<file path="src/pkg/vui_pkg.sv">
// constants and types for the utility interrupt handler and interrupter
package vui_pkg;
   // register byte addresses on the local bus
   localparam logic [31:0] VUI_OFS_ENABLE = 32'hFFFE2011;
   localparam logic [31:0] VUI_OFS_VECTOR = 32'hFFFE2013;
   localparam logic [31:0] VUI_OFS_LEVEL = 32'hFFFE2015;
   localparam logic [31:0] VUI_OFS_STATUS_ID = 32'hFFFE2017;
   localparam logic [31:0] VUI_OFS_CAUSE = 32'hFFFE2019;
   localparam logic [31:0] VUI_OFS_GLOBAL_CSR_SET_BASE = 32'hFFFE201B;
   // utility levels, equal to enable bit position and source identifier
   localparam logic [2:0] VUI_LVL_LOW_ATTN = 3'h1;
   localparam logic [2:0] VUI_LVL_MON0 = 3'h2;
   localparam logic [2:0] VUI_LVL_ACK_DONE = 3'h3;
   localparam logic [2:0] VUI_LVL_MON1 = 3'h4;
   localparam logic [2:0] VUI_LVL_HIGH_ATTN = 3'h5;
   localparam logic [2:0] VUI_LVL_SYSFAIL = 3'h6;
   localparam logic [2:0] VUI_LVL_WP_BERR = 3'h7;
   // field positions
   localparam int VUI_VEC_BASE_LSB = 3;
   localparam int VUI_ENABLE_LSB = 1;
   localparam int VUI_SHORT_REG_LSB = 1;
   localparam int VUI_SHORT_BASE_LSB = 4;
   localparam int VUI_SHORT_HIGH_LSB = 8;
   // values after reset
   localparam logic [7:1] VUI_RST_ENABLE = 7'h00;
   localparam logic [4:0] VUI_RST_VEC_BASE = 5'h00;
   localparam logic [2:0] VUI_RST_LEVEL = 3'h0;
   localparam logic [7:0] VUI_RST_STATUS_ID = 8'h0F;
   localparam logic [3:0] VUI_RST_GLOBAL_CSR_SET_BASE = 4'hF;
   localparam logic [3:0] VUI_GLOBAL_CSR_SET_OFF = 4'hF;
   localparam logic [7:0] VUI_SHORT_HIGH_ZERO = 8'h00;
   // bus error cause bits, newest cause only
   typedef struct packed {
      logic unused3;
      logic vme_bus_error_flag;
      logic vme_access_timeout_flag;
      logic local_timeout_flag;
   } vui_cause_type;
   localparam vui_cause_type VUI_RST_CAUSE = 4'h0;
   // VMEbus-side acknowledge request
   typedef struct packed {
      logic hit;
      logic [2:0] level;
   } vui_vme_iack_type;
endpackage : vui_pkg

</file>
<file path="src/hw/vui_utility_irq.sv">
// utility interrupt handler, VMEbus interrupter, bus error cause and global CSR base select
// Operation
// - any reset clears all enable bits
// - request CPU acknowledge only when master enable set
// - sources use fixed local levels one to seven
// - enable bits 1 and 5 gate attention sources
// - enable bits 2 and 4 gate location monitors
// - enable bit 3 gives level 3 after IACK
// - enable bit 7 gives level 7 on write error
// - acknowledge vector low bits follow CPU acknowledge level input
// - normal vector read returns offset in low bits
// - source identifier equals source level, one to seven
// - vector base bits 3-7 writable, cleared by reset
// - level field selects which VMEbus IRQ line drives
// - nonzero level drives IRQ, cleared on matching IACK
// - IACK supplies status byte, reset value 0F
// - reading cause register clears all its bits
// - newest cause bit clears all other cause bits
// - cause bits for local, access and bus errors
// - foreign global timeouts never set cause bit 2
// - base gives short address bits 4-7, A08-A15 zero
// - base F disables response, monitors and attention
// - remote sets low attention, CPU write-one clears
// - monitor zero access clears flag, requests level 2
`timescale 1ns/1ps
module vui_utility_irq
   import vui_pkg::*;
(
   input wire logic REF_CLK,
   input wire logic RST_B,
   input wire logic LOCAL_RESET,
   input wire logic CPU_SEL,
   input wire logic CPU_WR,
   input wire logic [31:0] CPU_ADDR,
   input wire logic [7:0] CPU_WDATA,
   input wire logic CPU_IACK,
   input wire logic [2:0] CPU_IACK_LEVEL,
   output logic [7:0] CPU_RDATA,
   output logic CPU_ACK,
   input wire logic MASTER_IRQ_EN,
   output logic LOCAL_IRQ_REQ,
   output logic [2:0] LOCAL_IRQ_LEVEL,
   input wire logic VME_SET_LOW_ATTN,
   input wire logic VME_SET_HIGH_ATTN,
   input wire logic CLEAR_LOW_ATTN,
   input wire logic CLEAR_HIGH_ATTN,
   output logic [1:0] ATTN_BITS,
   input wire logic VME_MON0_HIT,
   input wire logic VME_MON1_HIT,
   input wire logic MON0_REARM,
   input wire logic MON1_REARM,
   output logic [1:0] MON_FLAGS,
   input wire logic SYSFAIL_ACTIVE,
   input wire logic POSTED_WR_BERR,
   input wire logic LOCAL_TIMEOUT,
   input wire logic VME_ACCESS_TIMEOUT,
   input wire logic VME_BERR_OWN,
   input wire vui_vme_iack_type VME_IACK,
   output logic VME_IACK_MATCH,
   output logic [7:1] VME_IRQ_OE,
   output logic [7:0] VME_STATUS_ID,
   input wire logic VME_SHORT_SEL,
   input wire logic [15:0] VME_SHORT_ADDR,
   output logic GLOBAL_CSR_SET_HIT,
   output logic [2:0] GLOBAL_CSR_SET_REG_SEL
);

   logic [7:1] enable_reg;
   logic [4:0] vec_base_reg;
   logic [2:0] level_reg;
   logic [7:0] status_id_reg;
   vui_cause_type cause_reg;
   logic [3:0] global_csr_set_base_reg;
   logic low_attn_reg;
   logic high_attn_reg;
   logic mon0_hit_reg;
   logic mon1_hit_reg;
   logic ack_done_reg;
   logic wp_err_reg;
   logic [7:1] pending;
   logic [7:1] active;
   logic global_csr_set_live;
   logic rd_take;
   logic wr_take;
   logic local_ack;
   logic [2:0] irq_level_next;
   logic [7:0] rdata_next;

   // highest set level of a seven-bit request vector, zero if none
   function automatic logic [2:0] vui_top_level(input logic [7:1] req);
      logic [2:0] lvl;
      lvl = 3'h0;
      for (int i = 1; i <= 7; i++)
      begin
         if (req[i])
         begin
            lvl = 3'(i);
         end
      end
      return lvl;
   endfunction

   // register strobes and the local acknowledge cycle
   assign wr_take = CPU_SEL & CPU_WR & ~CPU_IACK;
   assign rd_take = CPU_SEL & ~CPU_WR & ~CPU_IACK;
   assign local_ack = CPU_SEL & CPU_IACK;

   // global CSR window decode in short I/O space
   assign global_csr_set_live = (global_csr_set_base_reg != VUI_GLOBAL_CSR_SET_OFF);
   assign GLOBAL_CSR_SET_HIT = VME_SHORT_SEL & global_csr_set_live &
      (VME_SHORT_ADDR[15:VUI_SHORT_HIGH_LSB] == VUI_SHORT_HIGH_ZERO) &
      (VME_SHORT_ADDR[7:VUI_SHORT_BASE_LSB] == global_csr_set_base_reg);
   assign GLOBAL_CSR_SET_REG_SEL = VME_SHORT_ADDR[3:VUI_SHORT_REG_LSB];

   // pending vector indexed by fixed level
   assign pending[VUI_LVL_LOW_ATTN] = low_attn_reg;
   assign pending[VUI_LVL_MON0] = mon0_hit_reg;
   assign pending[VUI_LVL_ACK_DONE] = ack_done_reg;
   assign pending[VUI_LVL_MON1] = mon1_hit_reg;
   assign pending[VUI_LVL_HIGH_ATTN] = high_attn_reg;
   assign pending[VUI_LVL_SYSFAIL] = SYSFAIL_ACTIVE;
   assign pending[VUI_LVL_WP_BERR] = wp_err_reg;
   assign active = pending & enable_reg;
   assign irq_level_next = MASTER_IRQ_EN ? vui_top_level(active) : 3'h0;

   // VMEbus interrupter outputs
   assign VME_IACK_MATCH = VME_IACK.hit & (level_reg != 3'h0) &
      (VME_IACK.level == level_reg);
   assign VME_STATUS_ID = status_id_reg;
   assign LOCAL_IRQ_REQ = (LOCAL_IRQ_LEVEL != 3'h0);
   assign ATTN_BITS = {high_attn_reg, low_attn_reg};
   assign MON_FLAGS = {~mon1_hit_reg, ~mon0_hit_reg};

   // software enable mask and vector base, cleared by any reset
   always_ff @(posedge REF_CLK or negedge RST_B)
   begin
      if (!RST_B)
      begin
         enable_reg <= VUI_RST_ENABLE;
         vec_base_reg <= VUI_RST_VEC_BASE;
      end
      else if (LOCAL_RESET)
      begin
         enable_reg <= VUI_RST_ENABLE;
         vec_base_reg <= VUI_RST_VEC_BASE;
      end
      else if (wr_take)
      begin
         if (CPU_ADDR == VUI_OFS_ENABLE)
         begin
            enable_reg <= CPU_WDATA[7:VUI_ENABLE_LSB];
         end
         if (CPU_ADDR == VUI_OFS_VECTOR)
         begin
            vec_base_reg <= CPU_WDATA[7:VUI_VEC_BASE_LSB];
         end
      end
   end

   // interrupter level, status byte and global CSR base, system reset only
   always_ff @(posedge REF_CLK or negedge RST_B)
   begin
      if (!RST_B)
      begin
         level_reg <= VUI_RST_LEVEL;
         status_id_reg <= VUI_RST_STATUS_ID;
         global_csr_set_base_reg <= VUI_RST_GLOBAL_CSR_SET_BASE;
      end
      else
      begin
         if (VME_IACK_MATCH)
         begin
            level_reg <= 3'h0;
         end
         else if (wr_take && CPU_ADDR == VUI_OFS_LEVEL)
         begin
            level_reg <= CPU_WDATA[2:0];
         end
         if (wr_take && CPU_ADDR == VUI_OFS_STATUS_ID)
         begin
            status_id_reg <= CPU_WDATA;
         end
         if (wr_take && CPU_ADDR == VUI_OFS_GLOBAL_CSR_SET_BASE)
         begin
            global_csr_set_base_reg <= CPU_WDATA[3:0];
         end
      end
   end

   // one-hot IRQ drive from the level field
   always_ff @(posedge REF_CLK or negedge RST_B)
   begin
      if (!RST_B)
      begin
         VME_IRQ_OE <= 7'h00;
      end
      else
      begin
         for (int n = 1; n <= 7; n++)
         begin
            VME_IRQ_OE[n] <= (level_reg == 3'(n)) & ~VME_IACK_MATCH;
         end
      end
   end

   // attention bits: set from VMEbus, cleared by CPU write-one, set wins
   always_ff @(posedge REF_CLK or negedge RST_B)
   begin
      if (!RST_B)
      begin
         low_attn_reg <= 1'b0;
         high_attn_reg <= 1'b0;
      end
      else
      begin
         if (VME_SET_LOW_ATTN && global_csr_set_live)
         begin
            low_attn_reg <= 1'b1;
         end
         else if (CLEAR_LOW_ATTN)
         begin
            low_attn_reg <= 1'b0;
         end
         if (VME_SET_HIGH_ATTN && global_csr_set_live)
         begin
            high_attn_reg <= 1'b1;
         end
         else if (CLEAR_HIGH_ATTN)
         begin
            high_attn_reg <= 1'b0;
         end
      end
   end

   // location monitors: access marks hit, acknowledge or rearm ends it
   always_ff @(posedge REF_CLK or negedge RST_B)
   begin
      if (!RST_B)
      begin
         mon0_hit_reg <= 1'b0;
         mon1_hit_reg <= 1'b0;
      end
      else
      begin
         if (VME_MON0_HIT && global_csr_set_live)
         begin
            mon0_hit_reg <= 1'b1;
         end
         else if (MON0_REARM || (local_ack && CPU_IACK_LEVEL == VUI_LVL_MON0))
         begin
            mon0_hit_reg <= 1'b0;
         end
         if (VME_MON1_HIT && global_csr_set_live)
         begin
            mon1_hit_reg <= 1'b1;
         end
         else if (MON1_REARM || (local_ack && CPU_IACK_LEVEL == VUI_LVL_MON1))
         begin
            mon1_hit_reg <= 1'b0;
         end
      end
   end

   // event latches for IACK completion and posted-write error
   always_ff @(posedge REF_CLK or negedge RST_B)
   begin
      if (!RST_B)
      begin
         ack_done_reg <= 1'b0;
         wp_err_reg <= 1'b0;
      end
      else
      begin
         if (VME_IACK_MATCH)
         begin
            ack_done_reg <= 1'b1;
         end
         else if (local_ack && CPU_IACK_LEVEL == VUI_LVL_ACK_DONE)
         begin
            ack_done_reg <= 1'b0;
         end
         if (POSTED_WR_BERR)
         begin
            wp_err_reg <= 1'b1;
         end
         else if (local_ack && CPU_IACK_LEVEL == VUI_LVL_WP_BERR)
         begin
            wp_err_reg <= 1'b0;
         end
      end
   end

   // bus error cause: newest only, read clears, new cause beats the clear
   always_ff @(posedge REF_CLK or negedge RST_B)
   begin
      if (!RST_B)
      begin
         cause_reg <= VUI_RST_CAUSE;
      end
      else if (VME_BERR_OWN)
      begin
         cause_reg <= 4'h4;
      end
      else if (VME_ACCESS_TIMEOUT)
      begin
         cause_reg <= 4'h2;
      end
      else if (LOCAL_TIMEOUT)
      begin
         cause_reg <= 4'h1;
      end
      else if (rd_take && CPU_ADDR == VUI_OFS_CAUSE)
      begin
         cause_reg <= VUI_RST_CAUSE;
      end
   end

   // read data mux, vector answer during local acknowledge
   always_comb
   begin
      rdata_next = 8'h00;
      if (local_ack)
      begin
         rdata_next = {vec_base_reg, CPU_IACK_LEVEL};
      end
      else
      begin
         case (CPU_ADDR)
            VUI_OFS_ENABLE: rdata_next = {enable_reg, 1'b0};
            VUI_OFS_VECTOR: rdata_next = {vec_base_reg, VUI_OFS_VECTOR[2:0]};
            VUI_OFS_LEVEL: rdata_next = {5'h00, level_reg};
            VUI_OFS_STATUS_ID: rdata_next = status_id_reg;
            VUI_OFS_CAUSE: rdata_next = {4'h0, cause_reg};
            VUI_OFS_GLOBAL_CSR_SET_BASE: rdata_next = {4'h0, global_csr_set_base_reg};
            default: rdata_next = 8'h00;
         endcase
      end
   end

   // registered read data, acknowledge and local request level
   always_ff @(posedge REF_CLK or negedge RST_B)
   begin
      if (!RST_B)
      begin
         CPU_RDATA <= 8'h00;
         CPU_ACK <= 1'b0;
         LOCAL_IRQ_LEVEL <= 3'h0;
      end
      else
      begin
         CPU_RDATA <= (CPU_SEL && !CPU_WR) ? rdata_next : 8'h00;
         CPU_ACK <= CPU_SEL;
         LOCAL_IRQ_LEVEL <= irq_level_next;
      end
   end
endmodule // vui_utility_irq

</file>
<file path="config.mk">
export PLATFORM = sky130hd
export DESIGN_NAME = vui_utility_irq
export DESIGN_NICKNAME = d
export VERILOG_FILES = /design/src/pkg/vui_pkg.sv /design/src/hw/vui_utility_irq.sv
export SDC_FILE = /design/constraint.sdc
export NUM_CORES = 1
export LEC_CHECK = 0
export BUFFER_PORTS_ARGS = -buffer_cell sky130_fd_sc_hd__buf_2
export CAP_MARGIN = 40
export CORE_UTILIZATION = 30
export DETAILED_ROUTE_END_ITERATION = 8
export MAX_ROUTING_LAYER = met4
export PLACE_DENSITY = 0.62
export SYNTH_ARGS = -nofsm -noshare
export SYNTH_HDL_FRONTEND = slang
export SYNTH_SLANG_ARGS = --single-unit
</file>
<file path="constraint.sdc">
create_clock -name REF_CLK -period 3 [get_ports REF_CLK]
set_clock_uncertainty 0.05 [all_clocks]
set_input_delay 0.3 -clock REF_CLK [delete_from_list [all_inputs] [get_ports REF_CLK]]
set_output_delay 0.3 -clock REF_CLK [all_outputs]
set_load 0.005 [all_outputs]
</file>
==> summary.txt, run 1 <==
Number of synthesized flops with an enable pin - 0
Total gr overflow - 0
Critical path peak fanout - 10
Status - finished, final reports clean
Die area - 9420 um^2
Syn_area_per_cell - 10.7 um^2
Post_cts resized - 0
Global-route wire length before repair - 11400 um
Setup Viol. Count Final - 0
WP buf/inv - 1
Internal power - 0.000986 W
Fin crit period - 2.19 ns
Setup Buffers After CTS - 0
Seq/Total Area, Yosys - 51.2%
Placement Cell Area - 3350 um^2
Sw Ratio - 25.8%
Max VDD drop - 0.000193 V
Worst Setup Path Type - register to output pin
Final Cycle Share - 72.9%
GPL Wtd Cong - 0.851
Maximum clock frequency - 0.457 GHz
Area Growth Syn to Fin - 27.2%
Total CTS buffers - 5
Top cell type's share of synthesized area - 43.4%
Antenna cells - 0
CP arrival - 1.84 ns
Mapped Area - 2710 um^2
Final #Nets - 447
Dominant synthesized flop cell - dfrtp_1
Number of global-route vias before repair - 2365
Critical path, cell by cell - o21ai_0 -> o2111ai_1 -> nor2_1 -> buf_2
Die Ht - 97.0 um
P_leak - 1.80 nW
P per Cell Area - 385 nW/um^2
Clk sink count - 55
Hold slack - 0.0783 ns
DR pass1 iterations - 4
Initial DRC count - 107
Main area contributors after synthesis - dfrtp_1, dfstp_2, mux2i_1
Yosys reg bits - 55
Vias - 2354
Critical Path Sink Type - output pin
Clock transition at path regs - 0.11 ns
HPWL Detailed - 5590 um
Maxcap violations - 0
Crit-path leading delay family - flip-flops
Post-synthesis cell type count - 49
H-tree levels - 2
Total routed wirelength - 7060 um
Final hold vios - 0
Max stage delay cell, worst path - dfrtp_1
Max-slew headroom - 59.7%
Die W - 97.0 um
Finished Core Util - 39.5%
Effective utilization at floorplan - 31.1%
Ports - 121
Total negative slack - 0 ns
Drt wl/cell - 15.0 um
Vias per cell - 4.99
Initial antenna violation count - 0
Comb pwr share - 10.6%
Routed Antenna Nets - 0
Fraction of layout cells with a size suffix above 1 - 41.5%
Clock Latency Late Sink - 0.31 ns
Psw - 0.000342 W
CP required - 2.65 ns
Post-route cell area - 3450 um^2
Mapped Nets - 337
CTS root buf - clkbuf_8
CTS Buffer Depth - 2
Mapped Cells - 253
Residual DRC count - 0
Slew @ Worst Pin - 0.605 ns
Pins Over Slew Limit - 0
Synth warn - 0
IO buf count - 113
TritonCTS clock tree - yes
Row cnt - 34
Largest net degree at the start of global routing - 29
Tot GR Track Use - 15.8%
Synth area leader - dfrtp_1
Worst Setup Start Kind - register
Ys async rst share - 100%
Slowest stage delay, CP - 0.50 ns
Sequential power share - 57.2%
Worst min path class - primary input to register
RSZ-0062 raised after global routing - false
Clk network pwr share - 32.2%
Area of the core - 8720 um^2
[path summary, 6_finish.rpt]
kind | to | depth (start not counted) | from | slack, ns
worst max register to register | VME_IRQ_OE[4]$_DFF_PN0_ | 4 | level_reg[0]$_DFFE_PN0P_ | 1.39
worst min-delay path | CPU_ACK$_DFF_PN0_ | 1 | CPU_SEL | 0.08
min in group asynchronous | vec_base_reg[0]$_DFFE_PN0P_ | 2 | RST_B | 0.47
max in group asynchronous | global_csr_set_base_reg[3]$_DFFE_PN1P_ | 3 | RST_B | 1.73
worst max-delay path | VME_IACK_MATCH | 4 | level_reg[0]$_DFFE_PN0P_ | 0.81
worst min register to register | wp_err_reg$_DFFE_PN0P_ | 1 | wp_err_reg$_DFFE_PN0P_ | 0.44
[area by class of cell]
type / instances / area [um^2]
clock buffers: 5 / 68.8
clock inverters: 3 / 22.5
fillers: 870 / 5270
inverters: 11 / 41.3
multi-input cells: 174 / 1200
flip-flops and latches: 55 / 1390
well taps: 108 / 135
repair buffers: 116 / 591
[cells in the mapped netlist, types with 5 or more instances]
| master | instances |
|---|---|
| a22oi_1 | 8 |
| o21ai_0 | 7 |
| o2bb2ai_1 | 5 |
| buf_4 | 6 |
| nand2_1 | 18 |
| dfrtp_1 | 47 |
| nand4_1 | 7 |
| dfstp_2 | 8 |
| a21oi_1 | 8 |
| inv_1 | 11 |
| mux2i_1 | 17 |
| mux2_2 | 12 |
| clkbuf_1 | 5 |
| nor3_1 | 8 |
| nor2_1 | 26 |
[placed cells by master (no fill, tap or decap), types with 3 or more instances in the layout]
| cell type | netlist | final |
|---|---|---|
| xor2_1 | 3 | 3 |
| nand4_1 | 7 | 7 |
| dfstp_2 | 8 | 8 |
| mux2_2 | 12 | 12 |
| nand3_1 | 3 | 3 |
| o21ai_0 | 7 | 7 |
| dfrtp_1 | 47 | 47 |
| nor2_1 | 26 | 26 |
| nor4_1 | 3 | 3 |
| inv_1 | 11 | 11 |
| a31oi_1 | 3 | 3 |
| buf_2 | 1 | 113 |
| mux2i_1 | 17 | 17 |
| nor3_1 | 8 | 8 |
| nand2b_1 | 3 | 3 |
| nand3_2 | 3 | 3 |
| a21boi_0 | 3 | 3 |
| a21oi_1 | 8 | 8 |
| xnor2_1 | 3 | 3 |
| a22oi_1 | 8 | 8 |
| nand2_1 | 18 | 18 |
| o2bb2ai_1 | 5 | 5 |
| nor2b_1 | 3 | 3 |
| clkbuf_8 | 0 | 5 |
| nor4b_1 | 3 | 3 |
[worst register-to-register path, delay by kind of cell (launching register included)]
kind	cells	cell delay [ns]
flops	1	0.50
simple gates	2	0.55
compound gates	2	0.38
[metal layers]
layer	share of wire [%]	track usage [%]	wire, um
met1	47	20.8	3300
met2	46	24.5	3230
met3	5.5	3.03	387
met4	2.0	4.82	141
met5	0	-	0
[through the flow]
step	setup WS, ns	power (W)	instances
3_3_place_gp	0.968	0.000910	463
3_5_place_dp	0.922	0.000914	463
5_1_grt	0.624	0.00139	472
4_1_cts	0.810	0.00135	472
2_1_floorplan	1.38	0.000825	253
6_report	0.812	0.00133	472
[what timing repair did]
item | in CTS | in global routing
hold buffers | 1 | 0
endpoints found under the setup margin | 0 | 0
hold endpoints to repair | 26 | 0
[cells by family (layout without fill, tap and decap cells)]
logic type	count (synthesis)	in the layout	share of synthesized area, %
AOI/OAI and AO/OA	47	47	12.3
xor gates and xnor gates	6	6	1.94
buffers and inverters	24	135	4.48
DFF	55	55	51.2
muxes	29	29	11.3
and+or+nand+nor	92	92	18.9
[power by group through the flow]
stage / sequential [W] / combinational (W) / clock, W
floorplan: 0.000771 / 0.0000539 / 0
finish: 0.000760 / 0.000140 / 0.000428
global placement: 0.000773 / 0.000137 / 0
detailed placement: 0.000773 / 0.000140 / 0
global route: 0.000761 / 0.000157 / 0.000468
CTS: 0.000760 / 0.000142 / 0.000443
No activity file was read; power rests on OpenSTA's default activity.
==> inputs of run 2 (changes only) <==
--- a/config.mk
+++ b/config.mk
@@ -10,7 +10,7 @@
 export CORE_UTILIZATION = 30
 export DETAILED_ROUTE_END_ITERATION = 8
 export MAX_ROUTING_LAYER = met4
-export PLACE_DENSITY = 0.62
+export PLACE_DENSITY = 0.64
 export SYNTH_ARGS = -nofsm -noshare
 export SYNTH_HDL_FRONTEND = slang
 export SYNTH_SLANG_ARGS = --single-unit
==> constraint.sdc (replaced) <==
create_clock -name REF_CLK -period 2 [get_ports REF_CLK]
set_clock_uncertainty 0.05 [all_clocks]
set_input_delay 0.2 -clock REF_CLK [delete_from_list [all_inputs] [get_ports REF_CLK]]
set_output_delay 0.2 -clock REF_CLK [all_outputs]
set_load 0.005 [all_outputs]
==> run 2 against run 1 <==
- sequential power up 50%
- via count up 0.30%
- worst setup slack worse by 0.65 ns
- sequential share of layout area down 0.96 points
- cell count up 1.1%
- global-route usage down 0.36 points
- largest power group unchanged
- highest routed layer unchanged
- non-clock buffer count up 5
- critical path type is now primary input to register
- clock-buffer cell count unchanged
==> summary.txt, run 2 (synthesis results as in run 1) <==
Largest net degree at the start of global routing - 35 (+21%)
P_leak - 1.84 nW (+2.3%)
Final hold vios - 0 (unchanged)
P per Cell Area - 603 nW/um^2 (+56%)
Critical Path Sink Type - register
Status - finished, final reports clean
Critical path, cell by cell - dlygate4sd3_1 -> buf_2 -> nand3b_1 -> nor4_4 -> nand3_2 -> mux2_2
Setup Buffers After CTS - 0 (unchanged)
Internal power - 0.00162 W (+64%)
Crit path from - CPU_SEL
Total negative slack - 0 ns (unchanged)
Row cnt - 34 (unchanged)
Sequential power share - 53.5% (-3.7 points)
CP required - 2.16 ns (-0.49 ns)
Total gr overflow - 0 (unchanged)
Worst Setup Start Kind - primary input
WHS Path Cells - 2 (+1)
TritonCTS clock tree - yes
DR pass1 iterations - 4 (unchanged)
WP depth - 6 (+2)
RSZ-0062 raised after global routing - false
HPWL Detailed - 5530 um (-0.99%)
Sw Ratio - 24.1% (-1.6 points)
Die area - 9420 um^2 (unchanged)
Tot GR Track Use - 15.4% (-0.36 points)
Die Ht - 97.0 um (unchanged)
Clock Latency Late Sink - 0.31 ns (about the same)
Reg2reg start - level_reg[1]$_DFFE_PN0P_
Total CTS buffers - 5 (unchanged)
WP buf/inv - 2 (+1)
Clk network pwr share - 36.4% (+4.2 points)
Effective utilization at floorplan - 31.1% (unchanged)
H-tree levels - 2 (unchanged)
Critical path peak fanout - 8 (-2)
CP endpoint - VME_STATUS_ID[5]$_DFFE_PN0P_
Initial antenna violation count - 0 (unchanged)
Comb pwr share - 10.1% (-0.5 points)
IO buf count - 113 (unchanged)
Commonest non-fill, non-tap cell in the layout - buf_2
Crit-path leading delay family - simple AND/OR/NAND/NOR gates
Vias per cell - 4.95 (-0.75%)
Ports - 121 (unchanged)
Area of the core - 8720 um^2 (unchanged)
Slowest stage delay, CP - 0.52 ns (+0.02 ns)
R2r worst-path depth - 4 (unchanged)
Initial DRC count - 105 (-1.9%)
Area Growth Syn to Fin - 30.4%
Max-slew headroom - 66.6% (+6.9 points)
Setup Viol. Count Final - 0 (unchanged)
Drt wl/cell - 14.7 um (-1.7%)
Most frequent cells in the layout - buf_2, dfrtp_1, nor2_1
CTS root buf - clkbuf_8
Final #Nets - 452 (+1.1%)
GPL Wtd Cong - 0.846 (-0.55%)
Worst R2R End - VME_IRQ_OE[6]$_DFF_PN0_
Number of global-route vias before repair - 2247 (-5.0%)
Global-route wire length before repair - 11100 um (-3.3%)
R2r setup slk - 0.47 ns (-0.92 ns)
Antenna cells - 0 (unchanged)
CP arrival - 2.00 ns (+0.16 ns)
Tot Pwr - 0.00213 W (+60%)
Vias - 2361 (+0.30%)
Max stage delay cell, worst path - dlygate4sd3_1
Maximum clock frequency - 0.544 GHz
Max VDD drop - 0.000300 V (+55%)
CTS Buffer Depth - 2 (unchanged)
Clk sink count - 55 (unchanged)
Worst Setup Path Type - primary input to register
Routed Antenna Nets - 0 (unchanged)
Residual DRC count - 0 (unchanged)
Hold slack - 0.0115 ns (-0.0667 ns)
Die W - 97.0 um (unchanged)
Finished Core Util - 40.5% (+1.0 points)
Slew @ Worst Pin - 0.501 ns (-0.104 ns)
Maxcap violations - 0 (unchanged)
Final Cycle Share - 91.9%
Psw - 0.000514 W (+50%)
Fin crit period - 1.84 ns
Clock transition at path regs - 0.11 ns (about the same)
Total routed wirelength - 7010 um (-0.71%)
Pins Over Slew Limit - 0 (unchanged)
Fraction of layout cells with a size suffix above 1 - 42.5% (+1.1 points)
Worst min path class - primary input to register
[run 2: worst register-to-register path, cell delays in order, from the launching register on]
cell and delay (ns):
dfrtp_1 0.48, xnor2_1 0.20, o2111ai_2 0.18, o21ai_0 0.39, nor3b_1 0.11
[run 2: power groups by stage]
stage | Sequential [W] | Combinational, W | Clock, W
2_1_floorplan | 0.00116 | 0.0000809 | 0
3_3_place_gp | 0.00116 | 0.000209 | 0
3_5_place_dp | 0.00116 | 0.000213 | 0
4_1_cts | 0.00114 | 0.000218 | 0.000802
5_1_grt | 0.00114 | 0.000243 | 0.000843
6_report | 0.00114 | 0.000216 | 0.000775
[run 2: metrics by stage]
stage	instances	cell area, um^2	setup WS, ns
finish	477	3530	0.162
global route	477	3530	0.0203
CTS	477	3530	0.136
detailed placement	467	3390	0.0729
global placement	467	3390	0.119
floorplan	253	2710	0.478
[run 2: how the worst min path moves through the flow]
stage | startpoint | end | slack (ns)
2_1_floorplan | RST_B | CPU_ACK$_DFF_PN0_ | -0.15
3_3_place_gp | RST_B | VME_IRQ_OE[1]$_DFF_PN0_ | 0.15
3_5_place_dp | RST_B | VME_IRQ_OE[1]$_DFF_PN0_ | 0.15
4_1_cts | VME_BERR_OWN | cause_reg[1]$_DFFE_PN0P_ | 0.005
5_1_grt | VME_BERR_OWN | cause_reg[1]$_DFFE_PN0P_ | 0.01
6_report | VME_BERR_OWN | cause_reg[1]$_DFFE_PN0P_ | 0.01
[run 2: what timing repair did]
item / in CTS / in global routing
endpoints found under the hold margin: 14 / 0
hold buffers: 2 / 0
resized for setup: 0 / 3
setup endpoints to repair: 0 / 1
[run 2: layout make-up]
cell class	instances	area (um^2)
Multi-Input combinational cell	174	1210
Timing Repair Buffer	121	643
Sequential cell	55	1390
Clock inverter	3	50.0
Tap cell	108	135
Fill cell	880	5190
Clock buffer	5	68.8
Inverter	11	41.3
[run 2: metal layers]
layer | vias up | global-route usage (%) | wire length, um
met4 | 0 | 5.28 | 113
li1 | 1143 | - | -
met3 | 13 | 2.75 | 426
met1 | 1093 | 19.9 | 3190
met2 | 112 | 24.4 | 3280
met5 | - | - | 0
